## src/rtl/csdec_map.svh

```systemverilog
`ifndef CSDEC_MAP_SVH
`define CSDEC_MAP_SVH

// ----------------------------------------------------------------
// Register indices, byte address is four times the index
// ----------------------------------------------------------------
`define CSDEC_SEL0_LOW_IDX   10'h0A8
`define CSDEC_SEL0_HIGH_IDX  10'h0A9
`define CSDEC_SEL0_CTL_IDX   10'h0AA
`define CSDEC_SEL1_LOW_IDX   10'h0AB
`define CSDEC_SEL1_HIGH_IDX  10'h0AC
`define CSDEC_SEL1_CTL_IDX   10'h0AD
`define CSDEC_SEL2_LOW_IDX   10'h0AE
`define CSDEC_SEL2_HIGH_IDX  10'h0AF
`define CSDEC_SEL2_CTL_IDX   10'h0B0
`define CSDEC_SEL3_LOW_IDX   10'h0B1
`define CSDEC_SEL3_HIGH_IDX  10'h0B2
`define CSDEC_SEL3_CTL_IDX   10'h0B3
`define CSDEC_PROTO_IDX      10'h0B4
`define CSDEC_STATUS_IDX     10'h0B5

// ----------------------------------------------------------------
// Control byte fields
// ----------------------------------------------------------------
`define CSDEC_WAIT_MSB       7
`define CSDEC_WAIT_LSB       5
`define CSDEC_IO_BIT         4
`define CSDEC_EN_BIT         3
`define CSDEC_RSVD_BITS      3'h0

// ----------------------------------------------------------------
// Reset values
// ----------------------------------------------------------------
`define CSDEC_LOW_RST        8'h00
`define CSDEC_HIGH0_RST      8'hFF
`define CSDEC_HIGHN_RST      8'h00
`define CSDEC_CTL0_RST       8'hE8
`define CSDEC_CTLN_RST       8'h00
`define CSDEC_PROTO_RST      4'h0

// ----------------------------------------------------------------
// Bus answers
// ----------------------------------------------------------------
`define CSDEC_RESP_OKAY      2'h0
`define CSDEC_RESP_SLVERR    2'h2

`endif

```

## src/rtl/csdec_pkg.sv

```systemverilog
package csdec_pkg;

  localparam int CSDEC_CHANNELS = 4;

  typedef struct packed {
    logic [7:0] range_low_byte;
    logic [7:0] range_high_byte;
    logic [2:0] wait_state_count;
    logic       io_type_flag;
    logic       select_enable_flag;
  } csdec_chan_t;

  typedef struct packed {
    logic [23:0] addr;
    logic        mem_req;
    logic        io_req;
  } csdec_bus_req_t;

endpackage

```

## src/rtl/csdec_top.sv

```systemverilog
`timescale 1ns/10ps
`include "csdec_map.svh"

module csdec_top
  import csdec_pkg::*;
(
  // Clock, reset, enable
  input  wire logic           clk_in,
  input  wire logic           rst_b_in,
  input  wire logic           ce_in,
  // AXI4-Lite write address
  input  wire logic [11:0]    s_axi_awaddr_in,
  input  wire logic           s_axi_awvalid_in,
  output logic                s_axi_awready_out,
  // AXI4-Lite write data
  input  wire logic [31:0]    s_axi_wdata_in,
  input  wire logic [3:0]     s_axi_wstrb_in,
  input  wire logic           s_axi_wvalid_in,
  output logic                s_axi_wready_out,
  // AXI4-Lite write response
  output logic [1:0]          s_axi_bresp_out,
  output logic                s_axi_bvalid_out,
  input  wire logic           s_axi_bready_in,
  // AXI4-Lite read address
  input  wire logic [11:0]    s_axi_araddr_in,
  input  wire logic           s_axi_arvalid_in,
  output logic                s_axi_arready_out,
  // AXI4-Lite read data
  output logic [31:0]         s_axi_rdata_out,
  output logic [1:0]          s_axi_rresp_out,
  output logic                s_axi_rvalid_out,
  input  wire logic           s_axi_rready_in,
  // External address bus
  input  wire csdec_bus_req_t bus_req_in,
  // Selects and wait request
  output logic [3:0]          select_output_line_b_out,
  output logic                wait_request_out
);

  // ----------------------------------------------------------------
  // Register index table
  // ----------------------------------------------------------------
  localparam logic [9:0] LOW_IDX [CSDEC_CHANNELS] = '{
    `CSDEC_SEL0_LOW_IDX, `CSDEC_SEL1_LOW_IDX,
    `CSDEC_SEL2_LOW_IDX, `CSDEC_SEL3_LOW_IDX};
  localparam logic [9:0] HIGH_IDX [CSDEC_CHANNELS] = '{
    `CSDEC_SEL0_HIGH_IDX, `CSDEC_SEL1_HIGH_IDX,
    `CSDEC_SEL2_HIGH_IDX, `CSDEC_SEL3_HIGH_IDX};
  localparam logic [9:0] CTL_IDX [CSDEC_CHANNELS] = '{
    `CSDEC_SEL0_CTL_IDX, `CSDEC_SEL1_CTL_IDX,
    `CSDEC_SEL2_CTL_IDX, `CSDEC_SEL3_CTL_IDX};

  // ----------------------------------------------------------------
  // Declarations
  // ----------------------------------------------------------------
  csdec_chan_t chan [CSDEC_CHANNELS];
  logic [3:0]  proto_other;
  logic        aw_held;
  logic [9:0]  aw_idx;
  logic        w_held;
  logic [7:0]  w_byte;
  logic        w_lane;
  logic        do_write;
  logic        wr_hit;
  logic [9:0]  rd_idx;
  logic [7:0]  rd_byte;
  logic        rd_hit;
  logic [3:0]  hit;
  logic [3:0]  winner;
  logic [2:0]  next_wait;
  logic        req_now;
  logic        req_prev;
  logic        access_start;
  logic [2:0]  wait_cnt;
  logic [3:0]  sel_active;

  // ----------------------------------------------------------------
  // Write channel handshakes
  // ----------------------------------------------------------------
  assign s_axi_awready_out = ce_in && !aw_held && !s_axi_bvalid_out;
  assign s_axi_wready_out  = ce_in && !w_held && !s_axi_bvalid_out;
  assign do_write          = ce_in && aw_held && w_held && !s_axi_bvalid_out;

  always_ff @(posedge clk_in or negedge rst_b_in) begin
    if (!rst_b_in) begin
      aw_held <= 1'b0;
      aw_idx  <= 10'h000;
    end else if (s_axi_awvalid_in && s_axi_awready_out) begin
      aw_held <= 1'b1;
      aw_idx  <= s_axi_awaddr_in[11:2];
    end else if (do_write) begin
      aw_held <= 1'b0;
    end
  end

  always_ff @(posedge clk_in or negedge rst_b_in) begin
    if (!rst_b_in) begin
      w_held <= 1'b0;
      w_byte <= 8'h00;
      w_lane <= 1'b0;
    end else if (s_axi_wvalid_in && s_axi_wready_out) begin
      w_held <= 1'b1;
      w_byte <= s_axi_wdata_in[7:0];
      w_lane <= s_axi_wstrb_in[0];
    end else if (do_write) begin
      w_held <= 1'b0;
    end
  end

  always_comb begin
    wr_hit = (aw_idx == `CSDEC_PROTO_IDX) || (aw_idx == `CSDEC_STATUS_IDX);
    for (int c = 0; c < CSDEC_CHANNELS; c++) begin
      if (aw_idx == LOW_IDX[c] || aw_idx == HIGH_IDX[c] || aw_idx == CTL_IDX[c]) begin
        wr_hit = 1'b1;
      end
    end
  end

  // Status is read-only; a write there is accepted and dropped
  always_ff @(posedge clk_in or negedge rst_b_in) begin
    if (!rst_b_in) begin
      s_axi_bvalid_out <= 1'b0;
      s_axi_bresp_out  <= `CSDEC_RESP_OKAY;
    end else if (do_write) begin
      s_axi_bvalid_out <= 1'b1;
      s_axi_bresp_out  <= wr_hit ? `CSDEC_RESP_OKAY : `CSDEC_RESP_SLVERR;
    end else if (ce_in && s_axi_bvalid_out && s_axi_bready_in) begin
      s_axi_bvalid_out <= 1'b0;
    end
  end

  // ----------------------------------------------------------------
  // Channel registers
  // ----------------------------------------------------------------
  for (genvar c = 0; c < CSDEC_CHANNELS; c++) begin : g_chan
    localparam logic [7:0] HIGH_RST = (c == 0) ? `CSDEC_HIGH0_RST : `CSDEC_HIGHN_RST;
    localparam logic [7:0] CTL_RST  = (c == 0) ? `CSDEC_CTL0_RST : `CSDEC_CTLN_RST;

    always_ff @(posedge clk_in or negedge rst_b_in) begin
      if (!rst_b_in) begin
        chan[c].range_low_byte     <= `CSDEC_LOW_RST;
        chan[c].range_high_byte    <= HIGH_RST;
        chan[c].wait_state_count   <= CTL_RST[`CSDEC_WAIT_MSB:`CSDEC_WAIT_LSB];
        chan[c].io_type_flag       <= CTL_RST[`CSDEC_IO_BIT];
        chan[c].select_enable_flag <= CTL_RST[`CSDEC_EN_BIT];
      end else if (do_write && w_lane) begin
        if (aw_idx == LOW_IDX[c]) begin
          chan[c].range_low_byte <= w_byte;
        end
        if (aw_idx == HIGH_IDX[c]) begin
          chan[c].range_high_byte <= w_byte;
        end
        // Bits 2:0 have no storage, so they cannot be set
        if (aw_idx == CTL_IDX[c]) begin
          chan[c].wait_state_count   <= w_byte[`CSDEC_WAIT_MSB:`CSDEC_WAIT_LSB];
          chan[c].io_type_flag       <= w_byte[`CSDEC_IO_BIT];
          chan[c].select_enable_flag <= w_byte[`CSDEC_EN_BIT];
        end
      end
    end

    // Memory: inclusive range on the top byte; I/O: match on the middle byte
    always_comb begin
      if (!chan[c].select_enable_flag) begin
        hit[c] = 1'b0;
      end else if (!chan[c].io_type_flag) begin
        hit[c] = bus_req_in.mem_req &&
                 (bus_req_in.addr[23:16] >= chan[c].range_low_byte) &&
                 (bus_req_in.addr[23:16] <= chan[c].range_high_byte);
      end else begin
        hit[c] = bus_req_in.io_req &&
                 (bus_req_in.addr[15:8] == chan[c].range_low_byte);
      end
    end
  end

  // ----------------------------------------------------------------
  // Protocol register
  // ----------------------------------------------------------------
  always_ff @(posedge clk_in or negedge rst_b_in) begin
    if (!rst_b_in) begin
      proto_other <= `CSDEC_PROTO_RST;
    end else if (do_write && w_lane && aw_idx == `CSDEC_PROTO_IDX) begin
      proto_other <= w_byte[3:0];
    end
  end

  // ----------------------------------------------------------------
  // Read channel
  // ----------------------------------------------------------------
  assign s_axi_arready_out = ce_in && !s_axi_rvalid_out;
  assign rd_idx            = s_axi_araddr_in[11:2];

  always_comb begin
    rd_byte = 8'h00;
    rd_hit  = 1'b0;
    if (rd_idx == `CSDEC_PROTO_IDX) begin
      rd_byte = {4'h0, proto_other};
      rd_hit  = 1'b1;
    end
    if (rd_idx == `CSDEC_STATUS_IDX) begin
      rd_byte = {1'b0, wait_cnt, sel_active};
      rd_hit  = 1'b1;
    end
    for (int c = 0; c < CSDEC_CHANNELS; c++) begin
      if (rd_idx == LOW_IDX[c]) begin
        rd_byte = chan[c].range_low_byte;
        rd_hit  = 1'b1;
      end
      if (rd_idx == HIGH_IDX[c]) begin
        rd_byte = chan[c].range_high_byte;
        rd_hit  = 1'b1;
      end
      if (rd_idx == CTL_IDX[c]) begin
        rd_byte = {chan[c].wait_state_count, chan[c].io_type_flag,
                   chan[c].select_enable_flag, `CSDEC_RSVD_BITS};
        rd_hit  = 1'b1;
      end
    end
  end

  always_ff @(posedge clk_in or negedge rst_b_in) begin
    if (!rst_b_in) begin
      s_axi_rvalid_out <= 1'b0;
      s_axi_rdata_out  <= 32'h0000_0000;
      s_axi_rresp_out  <= `CSDEC_RESP_OKAY;
    end else if (s_axi_arvalid_in && s_axi_arready_out) begin
      s_axi_rvalid_out <= 1'b1;
      s_axi_rdata_out  <= {24'h00_0000, rd_byte};
      s_axi_rresp_out  <= rd_hit ? `CSDEC_RESP_OKAY : `CSDEC_RESP_SLVERR;
    end else if (ce_in && s_axi_rvalid_out && s_axi_rready_in) begin
      s_axi_rvalid_out <= 1'b0;
    end
  end

  // ----------------------------------------------------------------
  // Select priority
  // ----------------------------------------------------------------
  // Overlapping ranges are a setup error; lowest channel wins so
  // only one device ever sees its select.
  always_comb begin
    winner    = 4'h0;
    next_wait = 3'h0;
    for (int c = CSDEC_CHANNELS - 1; c >= 0; c--) begin
      if (hit[c]) begin
        winner    = 4'h0;
        winner[c] = 1'b1;
        next_wait = proto_other[c] ? 3'h0 : chan[c].wait_state_count;
      end
    end
  end

  always_ff @(posedge clk_in or negedge rst_b_in) begin
    if (!rst_b_in) begin
      sel_active <= 4'h0;
    end else if (ce_in) begin
      sel_active <= winner;
    end
  end

  assign select_output_line_b_out = ~sel_active;

  // ----------------------------------------------------------------
  // Wait-state counter
  // ----------------------------------------------------------------
  assign req_now      = bus_req_in.mem_req || bus_req_in.io_req;
  assign access_start = req_now && !req_prev;

  always_ff @(posedge clk_in or negedge rst_b_in) begin
    if (!rst_b_in) begin
      req_prev <= 1'b0;
    end else if (ce_in) begin
      req_prev <= req_now;
    end
  end

  // Loaded once per access; a request held across a range change
  // keeps the count taken at its start.
  always_ff @(posedge clk_in or negedge rst_b_in) begin
    if (!rst_b_in) begin
      wait_cnt <= 3'h0;
    end else if (ce_in) begin
      if (access_start) begin
        wait_cnt <= next_wait;
      end else if (wait_cnt != 3'h0) begin
        wait_cnt <= wait_cnt - 3'h1;
      end
    end
  end

  // Flag from a flop, so the pin stays clean while the count moves;
  // it looks one step ahead to keep the same cycle as the count.
  always_ff @(posedge clk_in or negedge rst_b_in) begin
    if (!rst_b_in) begin
      wait_request_out <= 1'b0;
    end else if (ce_in) begin
      if (access_start) begin
        wait_request_out <= (next_wait != 3'h0);
      end else begin
        wait_request_out <= (wait_cnt > 3'h1);
      end
    end
  end

endmodule

```

## config.mk

```make
export PLATFORM = sky130hd
export DESIGN_NAME = csdec_top
export DESIGN_NICKNAME = d
export VERILOG_FILES = /design/src/rtl/csdec_pkg.sv /design/src/rtl/csdec_top.sv
export VERILOG_INCLUDE_DIRS = /design/src /design/src/rtl
export SDC_FILE = /design/constraint.sdc
export NUM_CORES = 1
export LEC_CHECK = 0
export ABC_AREA = 0
export BUFFER_PORTS_ARGS = -buffer_cell sky130_fd_sc_hd__buf_2
export CAP_MARGIN = 20
export CORE_UTILIZATION = 45
export CTS_CLUSTER_SIZE = 25
export DETAILED_ROUTE_END_ITERATION = 16
export MAX_ROUTING_LAYER = met4
export PLACE_DENSITY = 0.69
export SKIP_LAST_GASP = 1
export SYNTH_ARGS = -nofsm -noshare
export SYNTH_HDL_FRONTEND = slang
export SYNTH_SLANG_ARGS = --single-unit
```

## constraint.sdc

```tcl
create_clock -name clk_in -period 2.3 [get_ports clk_in]
set_input_delay 0.575 -clock clk_in [delete_from_list [all_inputs] [get_ports clk_in]]
set_output_delay 0.575 -clock clk_in [all_outputs]
set_load 0.02 [all_outputs]
```

# == Yosys cells after proc, flatten, opt, wreduce, memory -nomap -nowiden ==
# Index checks and enable logic that the tools add are counted.
# word_totals
ff_bits,132
input_bits,94
output_inout_bits,46
# classes
n_addsub,1
n_lt_le_gt_ge,9
eq_ne,32
muxes,64
n_bitwise,1
n_reduce_logical,65
# ops
cell,n
$eq 10x8->1 const B,28
$mux 8,13
$mux 1,34
$eq 8x8->1,4
$ge 8x8->1,4
$le 8x8->1,4
$logic_and 1x1->1,30
$mux 3,10
$reduce_and 2->1,13
$mux 4,5
$logic_or 1x1->1,10
$reduce_bool 2->1,5
$reduce_bool 3->1,2
$logic_not 1->1,5
$mux 2,2
$not 4->4,1
$gt 3x1->1 const B,1
$sub 3x1->3 const B,1

# == Depth between registers and ports, before layout ==
# depth
depth_word,16
ltp_mapped,11

# == Worst setup path after synthesis ==
# OpenSTA, ideal clock, no wires.
# synth_path
path_kind,input to register
start,in bus_req_in[23] in the netlist's numbering
end,reg wait_request_out
setup_ns,0.136
t_arrival_ns,2.514
path_slack_ns,-0.350
path_stages,10
path_buffers,0
path_cell_list,ha_1 -> a2111oi_0 -> nand2_1 -> a41oi_1 -> or2_2 -> a21oi_1 -> a221o_1 -> a32oi_1 -> and3_1 -> a21oi_1
# synth_via
elab_chain_len,11
elab_cells_between_ends,30
cone_classes,order compare: 8; mux: 13; reduce/logical: 9
# synth_rtl
element,line_no,text
"start, declared",csdec_top.sv:34,"input wire csdec_bus_req_t bus_req_in,"
$ge 8x8->1,csdec_top.sv:168,(bus_req_in.addr[23:16] >= chan[c].range_low_byte) &&
$logic_and 1x1->1,csdec_top.sv:167,hit[c] = bus_req_in.mem_req &&
$logic_and 1x1->1,csdec_top.sv:168,
$mux 1,csdec_top.sv:166,end else if (!chan[c].io_type_flag) begin
$mux 1,csdec_top.sv:164,if (!chan[c].select_enable_flag) begin
$mux 3 (3 in a row),csdec_top.sv:245,if (hit[c]) begin
$mux 3 (*),csdec_top.sv:245,
$reduce_bool 3->1 (*),csdec_top.sv:298,wait_request_out <= (next_wait != 3'h0);
$mux 1 (*),csdec_top.sv:297,if (access_start) begin
"end signal, assigned",csdec_top.sv:298,
"end signal, assigned",csdec_top.sv:300,wait_request_out <= (wait_cnt > 3'h1);
"end, declared",csdec_top.sv:37,output logic wait_request_out
# Mark *: on every way between the ends. The rest lies on a longest branch, timed or not.
# A chain may end at the register's enable or synchronous reset.

# == Final worst setup path ==
# layout_path
start,reg chan[18] in the netlist's numbering
end,reg wait_request_out
# layout_via
elab_chain_len,11
elab_cells_between_ends,13
cone_classes,order compare: 1; eq/ne: 1; mux: 7; reduce/logical: 4
# layout_rtl
element,line_no,text
"start, declared",csdec_top.sv:56,csdec_chan_t chan [CSDEC_CHANNELS];
$ge 8x8->1,csdec_top.sv:168,
$logic_and 1x1->1,csdec_top.sv:167,
$logic_and 1x1->1,csdec_top.sv:168,
$mux 1 (*),csdec_top.sv:166,
$mux 1 (*),csdec_top.sv:164,
$mux 3 (*) (4 in a row),csdec_top.sv:245,
$reduce_bool 3->1 (*),csdec_top.sv:298,
$mux 1 (*),csdec_top.sv:297,
# Marked as above.

==> results.json <==
{
  "die_h_um": 139.7,
  "rows": 49,
  "cts_sinks": 130,
  "drive_gt1_frac": 0.3813,
  "synthesis.area_um2": 8531,
  "synthesis.instances": 870,
  "hold_ws_ps": 75.42,
  "first_global_vias": 7448,
  "post-route-min-period_ps": 2660,
  "drt_iter0_drc": 613,
  "synth_cell_types": 66,
  "layout_common_cells": "buf_4 (165), dfrtp_1 (118), mux2_2 (102)",
  "cts_tree": "built",
  "via_count": 7573,
  "skew_ps": 9.273,
  "drtPass1Iterations": 5,
  "layout_commonest_cell": "buf_4",
  "failed_checks": "setup timing",
  "post_drt_wl_per_cell_um": 21.05,
  "cp-start-kind": "flop",
  "hp-class": "in2async",
  "ir_drop_v": 0.0008627,
  "dieArea_um2": 19510,
  "cap_violations": 0,
  "antenna_left": 0,
  "fmax_mhz": 376.0,
  "drt-total-wl_um": 28250,
  "instances_no_fill": 1342,
  "ys_ff_latch": 130,
  "path_cells": "inv_2 -> ha_4 -> a2111o_1 -> a31oi_1 -> o21ai_1 -> a21oi_2 -> nor3_2 -> a221o_1 -> a32oi_2 -> and3_1 -> a21oi_1",
  "p_int_w": 0.004778,
  "avgSynthCellArea_um2": 9.805,
  "p_clk_frac": 0.370,
  "post_drt_via_cell_ratio": 5.643,
  "max_slew_margin": 0.4643,
  "p_per_area_nw_per_um2": 663.0,
  "clockRootBuffer": "clkbuf_16",
  "io_pins": 140,
  "rsz0062_at_grt": "true",
  "pwr-share-comb": 0.190,
  "end_kind": "flop",
  "drc_errors": 0,
  "final_nets": 1260,
  "dp.cells": 1301,
  "worst_path_largest_cell_delay_ps": 400,
  "area_delta_synth_final_pct": 29.67,
  "tns_ps": -1624,
  "path_clk_slew_ps": 70,
  "crit_buf_inv": 1,
  "die_x_um": 139.7,
  "synth_flop_cell": "dfrtp_1",
  "finalSetupViolations": 7,
  "power_frac_seq": 0.440,
  "crit_fanout": 3,
  "place_ws_ps": -771.0,
  "worstMarginPinSlew_ps": 803.6,
  "p_leak_nw": 5.143,
  "clock_tree.buffer_depth": 2,
  "p_switching_w": 0.002556,
  "period_share": 1.156,
  "synth_edf_count": 0,
  "start_util": 0.4669,
  "status": "finished with violations",
  "htree_levels": 4,
  "cts_made_buffers": 17,
  "sw_frac_of_total": 0.3485,
  "grt_max_degree": 50,
  "worstPathRequired_ps": 2620,
  "cp_slowest_cell": "dfrtp_1",
  "antenna_found_initial": 1,
  "gp_congestion": 1.021,
  "coreArea_um2": 18270,
  "track_usage": 0.3102,
  "clkLatencyLatePin_ps": 440,
  "yosys_warnings": 0,
  "path_delay_family": "compound AO/OA/AOI/OAI gates",
  "grt_pass1_wl_um": 43280,
  "slew_viol_final": 0,
  "worst_slack_ps": -359.6,
  "crit_type": "reg2reg",
  "portBuffers": 74,
  "grt-ovfl-total": 0,
  "synthArstFlopShare": 1.000,
  "dpl.hpwl_um": 22030,
  "seq_area_frac_synth": 0.3831,
  "hold_viol": 0,
  "arrival_ps": 2980
}
[power groups by stage]
stage / Sequential [W] / Combinational [W] / Clock, W
final: 0.00323 / 0.00139 / 0.00272
after detailed placement: 0.00325 / 0.00138 / 0
after floorplan: 0.00288 / 0.00102 / 0
after CTS: 0.00322 / 0.00140 / 0.00274
after global routing: 0.00327 / 0.00152 / 0.00283
after global placement: 0.00324 / 0.00135 / 0
[kinds of logic (layout without fill, tap and decap cells)]
logic type	count (synthesis)	count (layout)	share of synthesized area
DFF	130	130	0.3831
xor gates and xnor gates	32	32	0.03550
AOI/OAI and AO/OA	186	186	0.1377
buffers and inverters	140	357	0.07598
and+or+nand+nor	200	200	0.1173
other	1	27	0.0004396
adders and majority gates	67	67	0.09827
muxes	114	114	0.1517
[cells in the mapped netlist (4+ instances only)]
| library cell | instances | area (µm²) |
|---|---|---|
| a31oi_1 | 9 | 56.30 |
| nand4_1 | 14 | 87.58 |
| a211oi_1 | 8 | 60.06 |
| o2111ai_1 | 4 | 35.03 |
| dfrtp_1 | 118 | 2953 |
| ha_1 | 67 | 838.3 |
| o21a_1 | 6 | 45.04 |
| o21ai_0 | 44 | 220.2 |
| nor3b_1 | 4 | 30.03 |
| nor2b_1 | 9 | 56.30 |
| xnor2_1 | 28 | 245.2 |
| mux2_2 | 102 | 1149 |
| nand2_1 | 55 | 206.5 |
| a21oi_1 | 61 | 305.3 |
| buf_4 | 26 | 195.2 |
| nand3b_1 | 5 | 37.54 |
| dfstp_2 | 12 | 315.3 |
| o211ai_1 | 5 | 37.54 |
| a21o_1 | 7 | 52.55 |
| nor3_1 | 17 | 85.08 |
| a221oi_1 | 5 | 43.79 |
| inv_1 | 77 | 289.0 |
| nor2_1 | 48 | 180.2 |
| clkbuf_1 | 29 | 108.9 |
| mux2i_1 | 10 | 100.1 |
| o221ai_1 | 4 | 35.03 |
| nand2b_1 | 7 | 43.79 |
| nand3_1 | 20 | 100.1 |
[state kept, by name, summed over array words and instances, names as in the netlist, 3 cells and up]
name             cells
w_byte               8
chan                84
wait_cnt             3
aw_idx              10
s_axi_rdata_out      8
sel_active           4
proto_other          4
[stage by stage]
step	util	power, W	instance area [µm²]
6_report	0.6055	0.007334	11060
3_3_place_gp	0.5675	0.004591	10370
4_1_cts	0.6031	0.007350	11020
2_1_floorplan	-	0.003897	8722
5_1_grt	0.6055	0.007623	11060
3_5_place_dp	0.5675	0.004637	10370
[routing by layer]
layer,part of all wire,track usage
met2,0.45,0.4689
met5,0,-
met3,0.067,0.07605
met4,0.036,0.1267
met1,0.44,0.3972
[cell type report]
| class | count | area, µm² |
|---|---|---|
| Fill cell | 1594 | 7208 |
| Multi-Input combinational cell | 625 | 4851 |
| Sequential cell | 130 | 3268 |
| Timing Repair Buffer | 247 | 1775 |
| Clock buffer | 18 | 439.2 |
| Inverter | 78 | 296.5 |
| Tap cell | 229 | 286.5 |
| Clock inverter | 14 | 142.6 |
| Antenna cell | 1 | 2.502 |
[worst paths after layout]
check,start,cells past startpoint,slack [ps],end
min in group clk_in,s_axi_rready_in,2,320,s_axi_rvalid_out
max in group asynchronous,rst_b_in,2,1520,chan[74]
min reg2reg,s_axi_rresp_out[1],1,510,s_axi_rresp_out[1]
max,chan[18],11,-360,wait_request_out
min,rst_b_in,1,80,chan[38]
max reg2reg,chan[18],11,-360,wait_request_out
[what timing repair did]
item                       in CTS  in global routing
hold buffers                    0                  0
setup endpoints to repair       7                  9
pin swaps                      11                  5
setup buffers                   5                  3
gates resized for setup         8                  5
Power figures use the tool's default switching activity.
